==> src/hw/ext_mem_pkg.sv <==
// External memory port: register map, field layout and shared types.
// Assumes a single 10 MHz core clock and a word-wide register port.
package ext_mem_pkg;

   // Core clock and structure
   localparam int CLK_HZ      = 10_000_000;
   localparam int MAX_SPACES  = 4;
   localparam int SPACE_W     = 2;
   localparam int CNT_W       = 4;
   localparam int ADDR_W      = 20;
   localparam int DATA_W      = 32;
   localparam int BE_W        = 4;

   // Register byte offsets
   localparam logic [7:0] OFS_CTRL       = 8'h00;
   localparam logic [7:0] OFS_STATUS     = 8'h04;
   localparam logic [7:0] OFS_ADDR       = 8'h08;
   localparam logic [7:0] OFS_WDATA      = 8'h0c;
   localparam logic [7:0] OFS_CMD        = 8'h10;
   localparam logic [7:0] OFS_RDATA      = 8'h14;
   localparam logic [7:0] OFS_SPACE_BASE = 8'h20;
   localparam logic [7:0] SPACE_STRIDE   = 8'h10;
   localparam logic [7:0] OFS_TIMING     = 8'h00;
   localparam logic [7:0] OFS_SC_A       = 8'h04;
   localparam logic [7:0] OFS_SC_B       = 8'h08;

   // Async timing register fields (4 bits each)
   localparam int F_RD_SETUP  = 0;
   localparam int F_RD_STROBE = 4;
   localparam int F_RD_HOLD   = 8;
   localparam int F_WR_SETUP  = 12;
   localparam int F_WR_STROBE = 16;
   localparam int F_WR_HOLD   = 20;
   localparam logic [23:0] TIMING_RST = 24'h131131;

   // Secondary control a: latencies and clock select
   localparam int F_RD_LAT    = 0;
   localparam int F_WR_LAT    = 2;
   localparam int F_CLK_SEL   = 4;
   localparam logic [4:0] SC_A_RST = 5'h00;

   // Secondary control b: extension, fifo mode, sync enable
   localparam int F_EXTEND    = 0;
   localparam int F_FIFO_MODE = 1;
   localparam int F_SYNC_EN   = 2;
   localparam logic [2:0] SC_B_RST = 3'h0;

   // Control and command fields
   localparam int F_DIV_B     = 0;
   localparam logic [1:0] CTRL_RST = 2'h0;
   localparam int F_CMD_READ  = 0;
   localparam int F_CMD_SPACE = 4;
   localparam int F_CMD_BE    = 8;

   typedef enum logic [2:0] {
      ST_IDLE, ST_START, ST_A_SETUP, ST_A_STROBE, ST_A_HOLD,
      ST_S_WAIT, ST_S_DESEL
   } state_type;

   // Memory side pins, all strobes active low
   typedef struct packed {
      logic              sel_n;
      logic [BE_W-1:0]   be_n;
      logic [ADDR_W-1:0] addr;
      logic              oe_n;
      logic              stb_n;
      logic              we_n;
      logic              dq_oe_n;
      logic [DATA_W-1:0] dq;
   } pins_type;

   localparam pins_type PINS_IDLE = '{1'b1, 4'hf, 20'h00000, 1'b1, 1'b1,
                                      1'b1, 1'b1, 32'h00000000};

endpackage

==> src/hw/ext_mem_port.sv <==
// External memory port: sequences async and programmable sync accesses.
// Assumes software starts one access at a time through the command
// register and polls busy; memory clocks are made here from clock_i.
//
// Behaviour
// - async strobes change only on clock A rise
// - read selects valid for read setup periods
// - read selects held for read hold periods
// - write selects get setup and hold periods
// - selects are enable, lanes, address, oe, data
// - six async counts kept per space
// - ready synchronised, acted on when sampled
// - async read data taken at strobe rise
// - sync read latency zero to three
// - sync write latency zero to three
// - extension clear, enable drops after command
// - extension set, on reads enable follows output enable
// - fifo mode clear, address strobe, deselects
// - fifo mode set, read enable, no deselects
// - per-space choice of clock A or B
// - sync pins change on selected clock rise
// - sync read data sampled on selected rise
// - async use of shared pins oe, rd, wr
// - sync use of shared pins ads, oe, we
// - sync settings in two registers per space
// - clock B is input clock over 2,4,8
//
// Implementation choices: the plain strobed port and the register offsets.
`timescale 1ns/1ps

module ext_mem_port
   import ext_mem_pkg::*;
#(
   parameter int SPACES = MAX_SPACES
)
(
   input  wire logic                clock_i,
   input  wire logic                nrst_i,
   input  wire logic [7:0]          reg_addr_i,
   input  wire logic [31:0]         reg_wdata_i,
   input  wire logic                reg_we_i,
   input  wire logic                reg_re_i,
   output logic      [31:0]         reg_rdata_o,
   output logic                     busy_o,
   output logic                     mem_clock_out_a_o,
   output logic                     mem_clock_out_b_o,
   output logic      [SPACES-1:0]   space_select_n_o,
   output logic      [BE_W-1:0]     byte_lane_enables_n_o,
   output logic      [ADDR_W-1:0]   mem_word_address_o,
   output logic                     oe_pin_n_o,
   output logic                     strobe_pin_n_o,
   output logic                     write_pin_n_o,
   output logic      [DATA_W-1:0]   mem_data_bus_o,
   output logic                     mem_data_bus_oe_n_o,
   input  wire logic [DATA_W-1:0]   mem_data_bus_i,
   input  wire logic                async_ready_in_i
);

   // Elaboration guard: the register map holds four spaces at most
   if (SPACES < 1 || SPACES > MAX_SPACES)
   begin : g_bad_spaces
      $error("ext_mem_port: SPACES must be 1 to 4");
   end

   logic [1:0]        ctrl_r;
   logic [ADDR_W-1:0] addr_r;
   logic [DATA_W-1:0] wdata_r;
   logic [DATA_W-1:0] rdata_r;
   logic [31:0]       reg_rdata_r;
   logic [23:0]       tim_r  [SPACES];
   logic [4:0]        sca_r  [SPACES];
   logic [2:0]        scb_r  [SPACES];
   logic              clk_a_r;
   logic              clk_b_r;
   logic [2:0]        div_b_r;
   logic              rdy_s1_r;
   logic              rdy_s2_r;
   logic              rdy_s3_r;
   logic              rdy_lvl_r;
   state_type         state_r;
   pins_type          pins_r;
   logic [SPACES-1:0] sel_n_r;
   logic [CNT_W-1:0]  cnt_r;
   logic              rd_r;
   logic [SPACE_W-1:0] sp_r;
   logic              busy_r;
   logic [BE_W-1:0]   be_r;

   // Register port decode
   wire logic [31:0]  cmd_w     = reg_wdata_i;
   wire logic [SPACE_W-1:0] cmd_sp = cmd_w[F_CMD_SPACE +: SPACE_W];
   wire logic         wr_ctrl   = reg_we_i && reg_addr_i == OFS_CTRL;
   wire logic         wr_addr   = reg_we_i && reg_addr_i == OFS_ADDR;
   wire logic         wr_wdata  = reg_we_i && reg_addr_i == OFS_WDATA;
   // A command while busy or to a missing space is dropped
   wire logic         go        = reg_we_i && reg_addr_i == OFS_CMD &&
                                  !busy_r && (32'(cmd_sp) < SPACES);
   wire logic         in_space  = reg_addr_i >= OFS_SPACE_BASE &&
                                  reg_addr_i < 8'(OFS_SPACE_BASE +
                                  8'(SPACES) * SPACE_STRIDE);
   wire logic [7:0]   sp_rel    = reg_addr_i - OFS_SPACE_BASE;
   wire logic [SPACE_W-1:0] rd_sp = sp_rel[4 +: SPACE_W];
   wire logic [7:0]   sub_ofs   = {4'h0, sp_rel[3:0]};

   // Settings of the space being accessed
   wire logic [23:0]  tim       = tim_r[sp_r];
   wire logic [1:0]   rd_lat    = sca_r[sp_r][F_RD_LAT +: 2];
   wire logic [1:0]   wr_lat    = sca_r[sp_r][F_WR_LAT +: 2];
   wire logic         clk_sel   = sca_r[sp_r][F_CLK_SEL];
   wire logic         extend    = scb_r[sp_r][F_EXTEND];
   wire logic         fifo_mode = scb_r[sp_r][F_FIFO_MODE];
   wire logic         sync_en   = scb_r[sp_r][F_SYNC_EN];
   wire logic [3:0]   setup_cnt = rd_r ? tim[F_RD_SETUP +: 4]
                                       : tim[F_WR_SETUP +: 4];
   wire logic [3:0]   strobe_cnt = rd_r ? tim[F_RD_STROBE +: 4]
                                        : tim[F_WR_STROBE +: 4];
   wire logic [3:0]   hold_cnt  = rd_r ? tim[F_RD_HOLD +: 4]
                                       : tim[F_WR_HOLD +: 4];

   // Clock ticks: a tick marks the core cycle ending in a rising edge.
   // Clock B is picked from a free phase count; the slower rates use the
   // count plus two so that every B rise lands on an A rise.
   wire logic         tick_a    = !clk_a_r;
   wire logic [1:0]   div_code  = ctrl_r[F_DIV_B +: 2];
   wire logic [2:0]   div_b_nxt = div_b_r + 3'h1;
   wire logic [2:0]   div_b_ofs = div_b_r + 3'h2;
   wire logic         b_pick    = div_code == 2'h1 ? div_b_ofs[1]
                                : div_code == 2'h2 ? div_b_ofs[2]
                                : div_b_nxt[0];
   // A divide code changed mid-period may not raise B off an A rise
   wire logic         clk_b_nxt = b_pick && (tick_a || clk_b_r);
   wire logic         tick_b    = clk_b_nxt && !clk_b_r;
   wire logic         tick_s    = clk_sel ? tick_b : tick_a;
   wire logic         tick      = sync_en ? tick_s : tick_a;

   // Sync edge count since the command, one past the latency ends it
   wire logic [CNT_W-1:0] edge_no = cnt_r + 4'h1;
   wire logic [CNT_W-1:0] lat_end = rd_r ? {2'h0, rd_lat} + 4'h1
                                         : {2'h0, wr_lat} + 4'h1;

   // Shared enable edges, so each space select moves on the same tick
   wire logic         sel_set   = tick && state_r == ST_START;
   wire logic         sel_clr   = tick && (state_r == ST_S_DESEL ||
                                  (state_r == ST_A_HOLD && cnt_r <= 4'h1) ||
                                  (state_r == ST_S_WAIT &&
                                   (!(extend && rd_r) || edge_no == lat_end)));

   // Read mux for the register port
   logic [31:0] rd_mux;
   always_comb
   begin
      rd_mux = 32'h00000000;
      if (in_space)
      begin
         unique case (sub_ofs)
            OFS_TIMING: rd_mux = {8'h00, tim_r[rd_sp]};
            OFS_SC_A:   rd_mux = {27'h0, sca_r[rd_sp]};
            OFS_SC_B:   rd_mux = {29'h0, scb_r[rd_sp]};
            default:    rd_mux = 32'h00000000;
         endcase
      end
      else
      begin
         unique case (reg_addr_i)
            OFS_CTRL:   rd_mux = {30'h0, ctrl_r};
            OFS_STATUS: rd_mux = {30'h0, rdy_lvl_r, busy_r};
            OFS_ADDR:   rd_mux = {12'h000, addr_r};
            OFS_WDATA:  rd_mux = wdata_r;
            OFS_RDATA:  rd_mux = rdata_r;
            default:    rd_mux = 32'h00000000;
         endcase
      end
   end

   // Read data stands only in the cycle after the read strobe
   always_ff @(posedge clock_i or negedge nrst_i)
   begin
      if (!nrst_i)
         reg_rdata_r <= 32'h00000000;
      else
         reg_rdata_r <= reg_re_i ? rd_mux : 32'h00000000;
   end

   // Global registers: clock B divider, address and write data
   always_ff @(posedge clock_i or negedge nrst_i)
   begin
      if (!nrst_i)
      begin
         ctrl_r  <= CTRL_RST;
         addr_r  <= 20'h00000;
         wdata_r <= 32'h00000000;
      end
      else
      begin
         if (wr_ctrl)
            ctrl_r <= reg_wdata_i[F_DIV_B +: 2];
         if (wr_addr)
            addr_r <= reg_wdata_i[ADDR_W-1:0];
         if (wr_wdata)
            wdata_r <= reg_wdata_i;
      end
   end

   // Per-space timing and secondary control registers
   for (genvar k = 0; k < SPACES; k++)
   begin : g_space
      localparam logic [7:0] BASE = 8'(OFS_SPACE_BASE + 8'(k) * SPACE_STRIDE);
      wire logic wr_tim = reg_we_i && reg_addr_i == BASE + OFS_TIMING;
      wire logic wr_sca = reg_we_i && reg_addr_i == BASE + OFS_SC_A;
      wire logic wr_scb = reg_we_i && reg_addr_i == BASE + OFS_SC_B;
      always_ff @(posedge clock_i or negedge nrst_i)
      begin
         if (!nrst_i)
         begin
            tim_r[k] <= TIMING_RST;
            sca_r[k] <= SC_A_RST;
            scb_r[k] <= SC_B_RST;
         end
         else
         begin
            if (wr_tim)
               tim_r[k] <= reg_wdata_i[23:0];
            if (wr_sca)
               sca_r[k] <= reg_wdata_i[4:0];
            if (wr_scb)
               scb_r[k] <= reg_wdata_i[2:0];
         end
      end
   end

   // Clock A runs at half the core rate; clock B divides it by 1, 2, 4
   always_ff @(posedge clock_i or negedge nrst_i)
   begin
      if (!nrst_i)
      begin
         clk_a_r <= 1'b0;
         clk_b_r <= 1'b0;
         div_b_r <= 3'h0;
      end
      else
      begin
         clk_a_r <= !clk_a_r;
         div_b_r <= div_b_nxt;
         clk_b_r <= clk_b_nxt;
      end
   end

   // Ready synchroniser; a level counts once stages two and three agree.
   // The extra stage adds latency, so ready must stand about two periods.
   always_ff @(posedge clock_i or negedge nrst_i)
   begin
      if (!nrst_i)
      begin
         rdy_s1_r  <= 1'b1;
         rdy_s2_r  <= 1'b1;
         rdy_s3_r  <= 1'b1;
         rdy_lvl_r <= 1'b1;
      end
      else
      begin
         rdy_s1_r <= async_ready_in_i;
         rdy_s2_r <= rdy_s1_r;
         rdy_s3_r <= rdy_s2_r;
         if (rdy_s2_r == rdy_s3_r)
            rdy_lvl_r <= rdy_s3_r;
      end
   end

   // Access sequencer; pins move only on the tick of the active clock
   always_ff @(posedge clock_i or negedge nrst_i)
   begin
      if (!nrst_i)
      begin
         state_r <= ST_IDLE;
         pins_r  <= PINS_IDLE;
         cnt_r   <= 4'h0;
         rd_r    <= 1'b0;
         sp_r    <= 2'h0;
         be_r    <= 4'hf;
         rdata_r <= 32'h00000000;
         busy_r  <= 1'b0;
      end
      else
      begin
         unique case (state_r)
            ST_IDLE:
               if (go)
               begin
                  state_r     <= ST_START;
                  busy_r      <= 1'b1;
                  rd_r        <= cmd_w[F_CMD_READ];
                  sp_r        <= cmd_sp;
                  be_r        <= ~cmd_w[F_CMD_BE +: BE_W];
               end
            ST_START:
               if (tick && !sync_en)
               begin
                  // Async: selects go valid, setup count begins
                  pins_r.sel_n   <= 1'b0;
                  pins_r.addr    <= addr_r;
                  pins_r.be_n    <= be_r;
                  pins_r.oe_n    <= !rd_r;
                  pins_r.dq      <= wdata_r;
                  pins_r.dq_oe_n <= rd_r;
                  cnt_r          <= setup_cnt;
                  state_r        <= ST_A_SETUP;
               end
               else if (tick && sync_en)
               begin
                  // Sync: command edge, latency counts from here
                  pins_r.sel_n   <= 1'b0;
                  pins_r.addr    <= addr_r;
                  pins_r.stb_n   <= fifo_mode && !rd_r;
                  pins_r.be_n    <= be_r;
                  pins_r.oe_n    <= !rd_r;
                  pins_r.we_n    <= rd_r;
                  pins_r.dq      <= wdata_r;
                  pins_r.dq_oe_n <= rd_r || wr_lat != 2'h0;
                  cnt_r          <= 4'h0;
                  state_r        <= ST_S_WAIT;
               end
            ST_A_SETUP:
               if (tick)
               begin
                  if (cnt_r <= 4'h1)
                  begin
                     // Strobe falls after the setup periods
                     pins_r.stb_n <= !rd_r;
                     pins_r.we_n  <= rd_r;
                     cnt_r        <= strobe_cnt;
                     state_r      <= ST_A_STROBE;
                  end
                  else
                     cnt_r <= cnt_r - 4'h1;
               end
            ST_A_STROBE:
               if (tick)
               begin
                  if (cnt_r > 4'h1)
                     cnt_r <= cnt_r - 4'h1;
                  else if (rdy_lvl_r)
                  begin
                     // Strobe rises; read data caught on this same edge
                     pins_r.stb_n <= 1'b1;
                     pins_r.we_n  <= 1'b1;
                     if (rd_r)
                        rdata_r <= mem_data_bus_i;
                     cnt_r        <= hold_cnt;
                     state_r      <= ST_A_HOLD;
                  end
               end
            ST_A_HOLD:
               if (tick)
               begin
                  if (cnt_r <= 4'h1)
                  begin
                     pins_r  <= PINS_IDLE;
                     busy_r  <= 1'b0;
                     state_r <= ST_IDLE;
                  end
                  else
                     cnt_r <= cnt_r - 4'h1;
               end
            ST_S_WAIT:
               if (tick)
               begin
                  cnt_r        <= edge_no;
                  // Command lasts one edge of the selected clock
                  pins_r.stb_n <= 1'b1;
                  pins_r.we_n  <= 1'b1;
                  if (!(extend && rd_r))
                     pins_r.sel_n <= 1'b1;
                  if (!rd_r && edge_no == {2'h0, wr_lat})
                     pins_r.dq_oe_n <= 1'b0;
                  if (edge_no == lat_end)
                  begin
                     if (rd_r)
                        rdata_r <= mem_data_bus_i;
                     // Output enable drops; on extended reads enable drops with it
                     pins_r.sel_n   <= 1'b1;
                     pins_r.oe_n    <= 1'b1;
                     pins_r.dq_oe_n <= 1'b1;
                     if (fifo_mode)
                     begin
                        busy_r  <= 1'b0;
                        state_r <= ST_IDLE;
                     end
                     else
                        state_r <= ST_S_DESEL;
                  end
               end
            ST_S_DESEL:
               if (tick)
               begin
                  // One idle edge with enable, oe and data released, lanes and address still driven
                  pins_r  <= PINS_IDLE;
                  busy_r  <= 1'b0;
                  state_r <= ST_IDLE;
               end
            default:
            begin
               pins_r  <= PINS_IDLE;
               busy_r  <= 1'b0;
               state_r <= ST_IDLE;
            end
         endcase
      end
   end

   // One-hot space select, moving on the same tick as the shared enable
   for (genvar s = 0; s < SPACES; s++)
   begin : g_sel
      always_ff @(posedge clock_i or negedge nrst_i)
      begin
         if (!nrst_i)
            sel_n_r[s] <= 1'b1;
         else if (sel_set && 32'(sp_r) == s)
            sel_n_r[s] <= 1'b0;
         else if (sel_clr)
            sel_n_r[s] <= 1'b1;
      end
   end

   // Outputs straight from flip-flops
   assign reg_rdata_o           = reg_rdata_r;
   assign busy_o                = busy_r;
   assign mem_clock_out_a_o     = clk_a_r;
   assign mem_clock_out_b_o     = clk_b_r;
   assign space_select_n_o      = sel_n_r;
   assign byte_lane_enables_n_o = pins_r.be_n;
   assign mem_word_address_o    = pins_r.addr;
   assign oe_pin_n_o            = pins_r.oe_n;
   assign strobe_pin_n_o        = pins_r.stb_n;
   assign write_pin_n_o         = pins_r.we_n;
   assign mem_data_bus_o        = pins_r.dq;
   assign mem_data_bus_oe_n_o   = pins_r.dq_oe_n;

endmodule

==> config.mk <==
export PLATFORM = sky130hd
export DESIGN_NAME = ext_mem_port
export DESIGN_NICKNAME = d
export VERILOG_FILES = /design/src/hw/ext_mem_pkg.sv /design/src/hw/ext_mem_port.sv
export SDC_FILE = /design/constraint.sdc
export NUM_CORES = 1
export LEC_CHECK = 0
export ABC_AREA = 1
export BUFFER_PORTS_ARGS = -buffer_cell sky130_fd_sc_hd__buf_2
export CORE_AREA = 2 2 205 207
export CTS_CLUSTER_DIAMETER = 30
export DETAILED_ROUTE_END_ITERATION = 7
export DIE_AREA = 0 0 207 209
export HOLD_SLACK_MARGIN = 0.03
export SYNTH_ARGS = -nofsm -noshare
export SYNTH_HDL_FRONTEND = slang
export SYNTH_SLANG_ARGS = --single-unit
==> constraint.sdc <==
create_clock -name clock_i -period 6.2 [get_ports clock_i]
set_input_delay 0 -clock clock_i [delete_from_list [all_inputs] [get_ports clock_i]]
set_output_delay 0 -clock clock_i [all_outputs]
set_load 0.02 [all_outputs]
==> results.py <==
metrics = {
    "outcome": {
        "run_status": "finished, final reports clean",
    },
    "global_route": {
        "grt_pass1_vias": 14600,
        "gr-usage-all-layers_pct": 24.9,
        "globalRoute.totalOverflow": 0,
        "grt_max_degree": 127,
        "grt_pass1_wl_um": 84400,
        "grt-busiest-layer": "met2",
        "use_met1_pct": 34.5,
        "antenna_found_initial": 0,
        "grt.met3_usage_pct": 3.94,
        "use_met2_pct": 39.7,
    },
    "die": {
        "ios": 176,
        "core_area_sq_mm": 0.0413,
        "start_util_pct": 39.4,
        "dieArea_sq_mm": 0.0433,
        "row_count": 75,
        "dieWidth_um": 207,
        "die_h_um": 209,
    },
    "routing": {
        "ant_nets": 0,
        "wl_per_cell_um": 19.2,
        "drcViolationCount": 0,
        "dr.pass1.iters": 6,
        "drt-total-wl_um": 53900,
        "drt_iter0_markers": 1382,
        "avgViaCountPerCell": 5.27,
        "vias": 14800,
    },
    "yosys": {
        "synth-seq-area-share_pct": 51.8,
        "syn_area_per_cell_sq_um": 8.27,
        "synthCells": 1966,
        "yosys.area.top_type": "dfrtp_1",
        "synthTopCellsByCount": "596 x nand2_1, 282 x dfrtp_1, 238 x o21ai_0, 163 x inv_1, 97 x a21oi_1",
        "synth_seq_cells": 334,
        "synth_cell_types": 53,
        "synth-edff-count": 0,
        "synth_warnings": 0,
        "syn-num-nets": 2049,
        "synth_flop_cell": "dfrtp_1",
        "synth.most_common_cell": "nand2_1",
        "synth_top_area_share_pct": 43.4,
        "async_flop_share_pct": 100,
        "syn-cell-area_sq_mm": 0.0163,
        "synthTopCellsByArea": "dfrtp_1 43%, nand2_1 14%, dfstp_2 8.4%",
    },
    "worst_setup_path": {
        "endpoint_kind": "register",
        "rr_worst_depth": 16,
        "critPathLaunchType": "register",
        "cp_slowest_cell": "dfrtp_1",
        "crit_required_ns": 6.65,
        "crit_chain": "nand2_2 > inv_2 > nand2_1 > o21ai_0 > a21oi_1 > a31oi_1 > ha_1 > xnor2_1 > nand3_1 > nor2_2 > nand3_2 > nand2_2 > nand4_4 > buf_4 > nand2_2 > o21ai_2",
        "critPathMaxStageDelay_ns": 0.84,
        "worstSetupPathType": "register to register",
        "worst-endpoint-arrival_ns": 4.46,
        "path_depth": 16,
        "crit_family": "simple AND/OR/NAND/NOR gates",
        "worst_path_most_repeated_cell": "nand2_2",
        "cp_max_fo": 27,
        "critPathBufInv": 2,
    },
    "cts": {
        "cts_tree": "yes",
        "clock_latency_ns": 0.57,
        "numCtsBuffers": 75,
        "cts-root-buf": "clkbuf_16",
        "htree_levels": 3,
        "clock_path_buffers": 3,
        "clock_sinks": 334,
        "clkTransAtPathRegs_ns": 0.04,
        "cts_resized": 0,
    },
    "timing": {
        "post-route-min-period_ns": 4.01,
        "tightestPinTransition_ns": 0.983,
        "hold_violations": 0,
        "fin_crit_sh_pct": 64.7,
        "finalSetupViolations": 0,
        "fin_tns_setup_ns": 0,
        "fmax_ghz": 0.249,
        "rsz0062_at_grt": "false",
        "skew_ns": 0.0138,
        "timing.final.max_slew_violations": 0,
        "max_slew_margin_pct": 34.3,
    },
    "finish": {
        "fin_nets": 2293,
        "postLayoutCoreUtil_pct": 50.3,
        "num_antenna_cells": 0,
        "drive_gt1_share_pct": 21.6,
        "synthToLayoutAreaGrowth_pct": 27.6,
        "fillCellCount": 3906,
    },
    "placement": {
        "dpl.hpwl_um": 36400,
        "placement.io_buffers": 175,
        "finalWeightedCongestion": 0.911,
    },
    "pwr": {
        "peakVddDrop_mv": 0.230,
        "p_per_area_mw_per_mm2": 389,
        "p_leak_nw": 9.67,
    },
    "min_path": {
        "hold_depth": 3,
        "hold_class": "input port to register",
    },
    "flow_run": {
        "cap_violations": 0,
    },
}
==> worst paths after layout <==
kind	startpoint	to	slack, ns
min in group asynchronous	nrst_i	cnt_r[1]	0.54
worst min-delay path	reg_wdata_i[4]	wdata_r[4]	0.06
worst max-delay path	sp_r[0]	rdata_r[30]	2.19
max in group asynchronous	nrst_i	mem_data_bus_o[27]	4.32
worst min register to register	rdy_s1_r	rdy_s2_r	0.36
worst max register to register	sp_r[0]	rdata_r[30]	2.19
==> sequential cells by signal, summed over array words and instances (netlist names), 2 cells and up <==
| signal | count |
|---|---|
| addr_r | 20 |
| mem_data_bus_o | 32 |
| wdata_r | 32 |
| ctrl_r | 2 |
| rdata_r | 32 |
| sca_r | 20 |
| sp_r | 2 |
| scb_r | 12 |
| be_r | 4 |
| state_r | 3 |
| space_select_n_o | 4 |
| mem_word_address_o | 20 |
| div_b_r | 3 |
| tim_r | 96 |
| reg_rdata_o | 32 |
| cnt_r | 4 |
| byte_lane_enables_n_o | 4 |
==> layer usage <==
layer / vias to the layer above / share of wire (%)
li1: 6964 / -
met1: 7133 / 44
met5: - / 0
met4: 0 / 3.0
met2: 589 / 46
met3: 98 / 6.5
==> logic make-up (layout without fill, tap and decap cells) <==
family | Yosys count | count (layout) | synth area share (%)
multiplexers | 16 | 16 | 1.05
adder cells (fa/ha/maj) | 7 | 7 | 0.523
flip-flops | 334 | 334 | 51.8
AND/OR/NAND/NOR | 820 | 820 | 21.0
XOR/XNOR | 6 | 6 | 0.323
buffers and inverters | 281 | 579 | 7.68
AO/OA/AOI/OAI | 502 | 502 | 17.6
==> power by group <==
group          switching [mW]  internal [mW]
Clock                    1.21           2.76
Combinational            1.05          0.455
Sequential              0.158           2.43
Total                    2.42           5.64
==> what timing repair did <==
item / 4_1_cts / 5_1_grt
hold buffers: 74 / 0
endpoints found under the hold margin: 263 / 0
buffers inserted: 0 / 0
==> layout by cell type, fill, tap and decap left out, drive strengths merged, types with 23 or more instances in the layout <==
cell type / count
dfrtp: 282
dfstp: 52
inv: 171
buf: 200
clkbuf: 103
o21ai: 327
nor2: 99
nand2: 633
dlygate4sd3: 74
a41oi: 23
a21oi: 98
nand3: 63
==> metrics by stage <==
stage               std cells  setup slack [ns]  instance area, sq um  hold slack, ns  power [mW]
floorplan                1966              3.53                 16300          -0.296        3.67
global placement         2598              2.28                 17500          0.0133        4.06
detailed placement       2598              2.21                 17500          0.0234        4.08
CTS                      2803              2.19                 20800          0.0666        8.11
global route             2803              1.83                 20800          0.0833        8.43
finish                   2803              2.19                 20800          0.0577        8.06
==> tightest hold or removal path, stage by stage <==
cell and delay [ns]:
buf_2 0.07, inv_1 0.27, o21ai_1 0.22
==> area by class of cell <==
type | instances | area [sq um] | share of cell area [%]
Sequential cell | 334 | 8420 | 40.6
Multi-Input combinational cell | 1351 | 6620 | 31.9
Clock buffer | 103 | 2180 | 10.5
Timing Repair Buffer | 274 | 1830 | 8.80
Tap cell | 539 | 674 | 3.25
Inverter | 174 | 654 | 3.15
Clock inverter | 28 | 373 | 1.80
(Power assumes the default switching activity.)
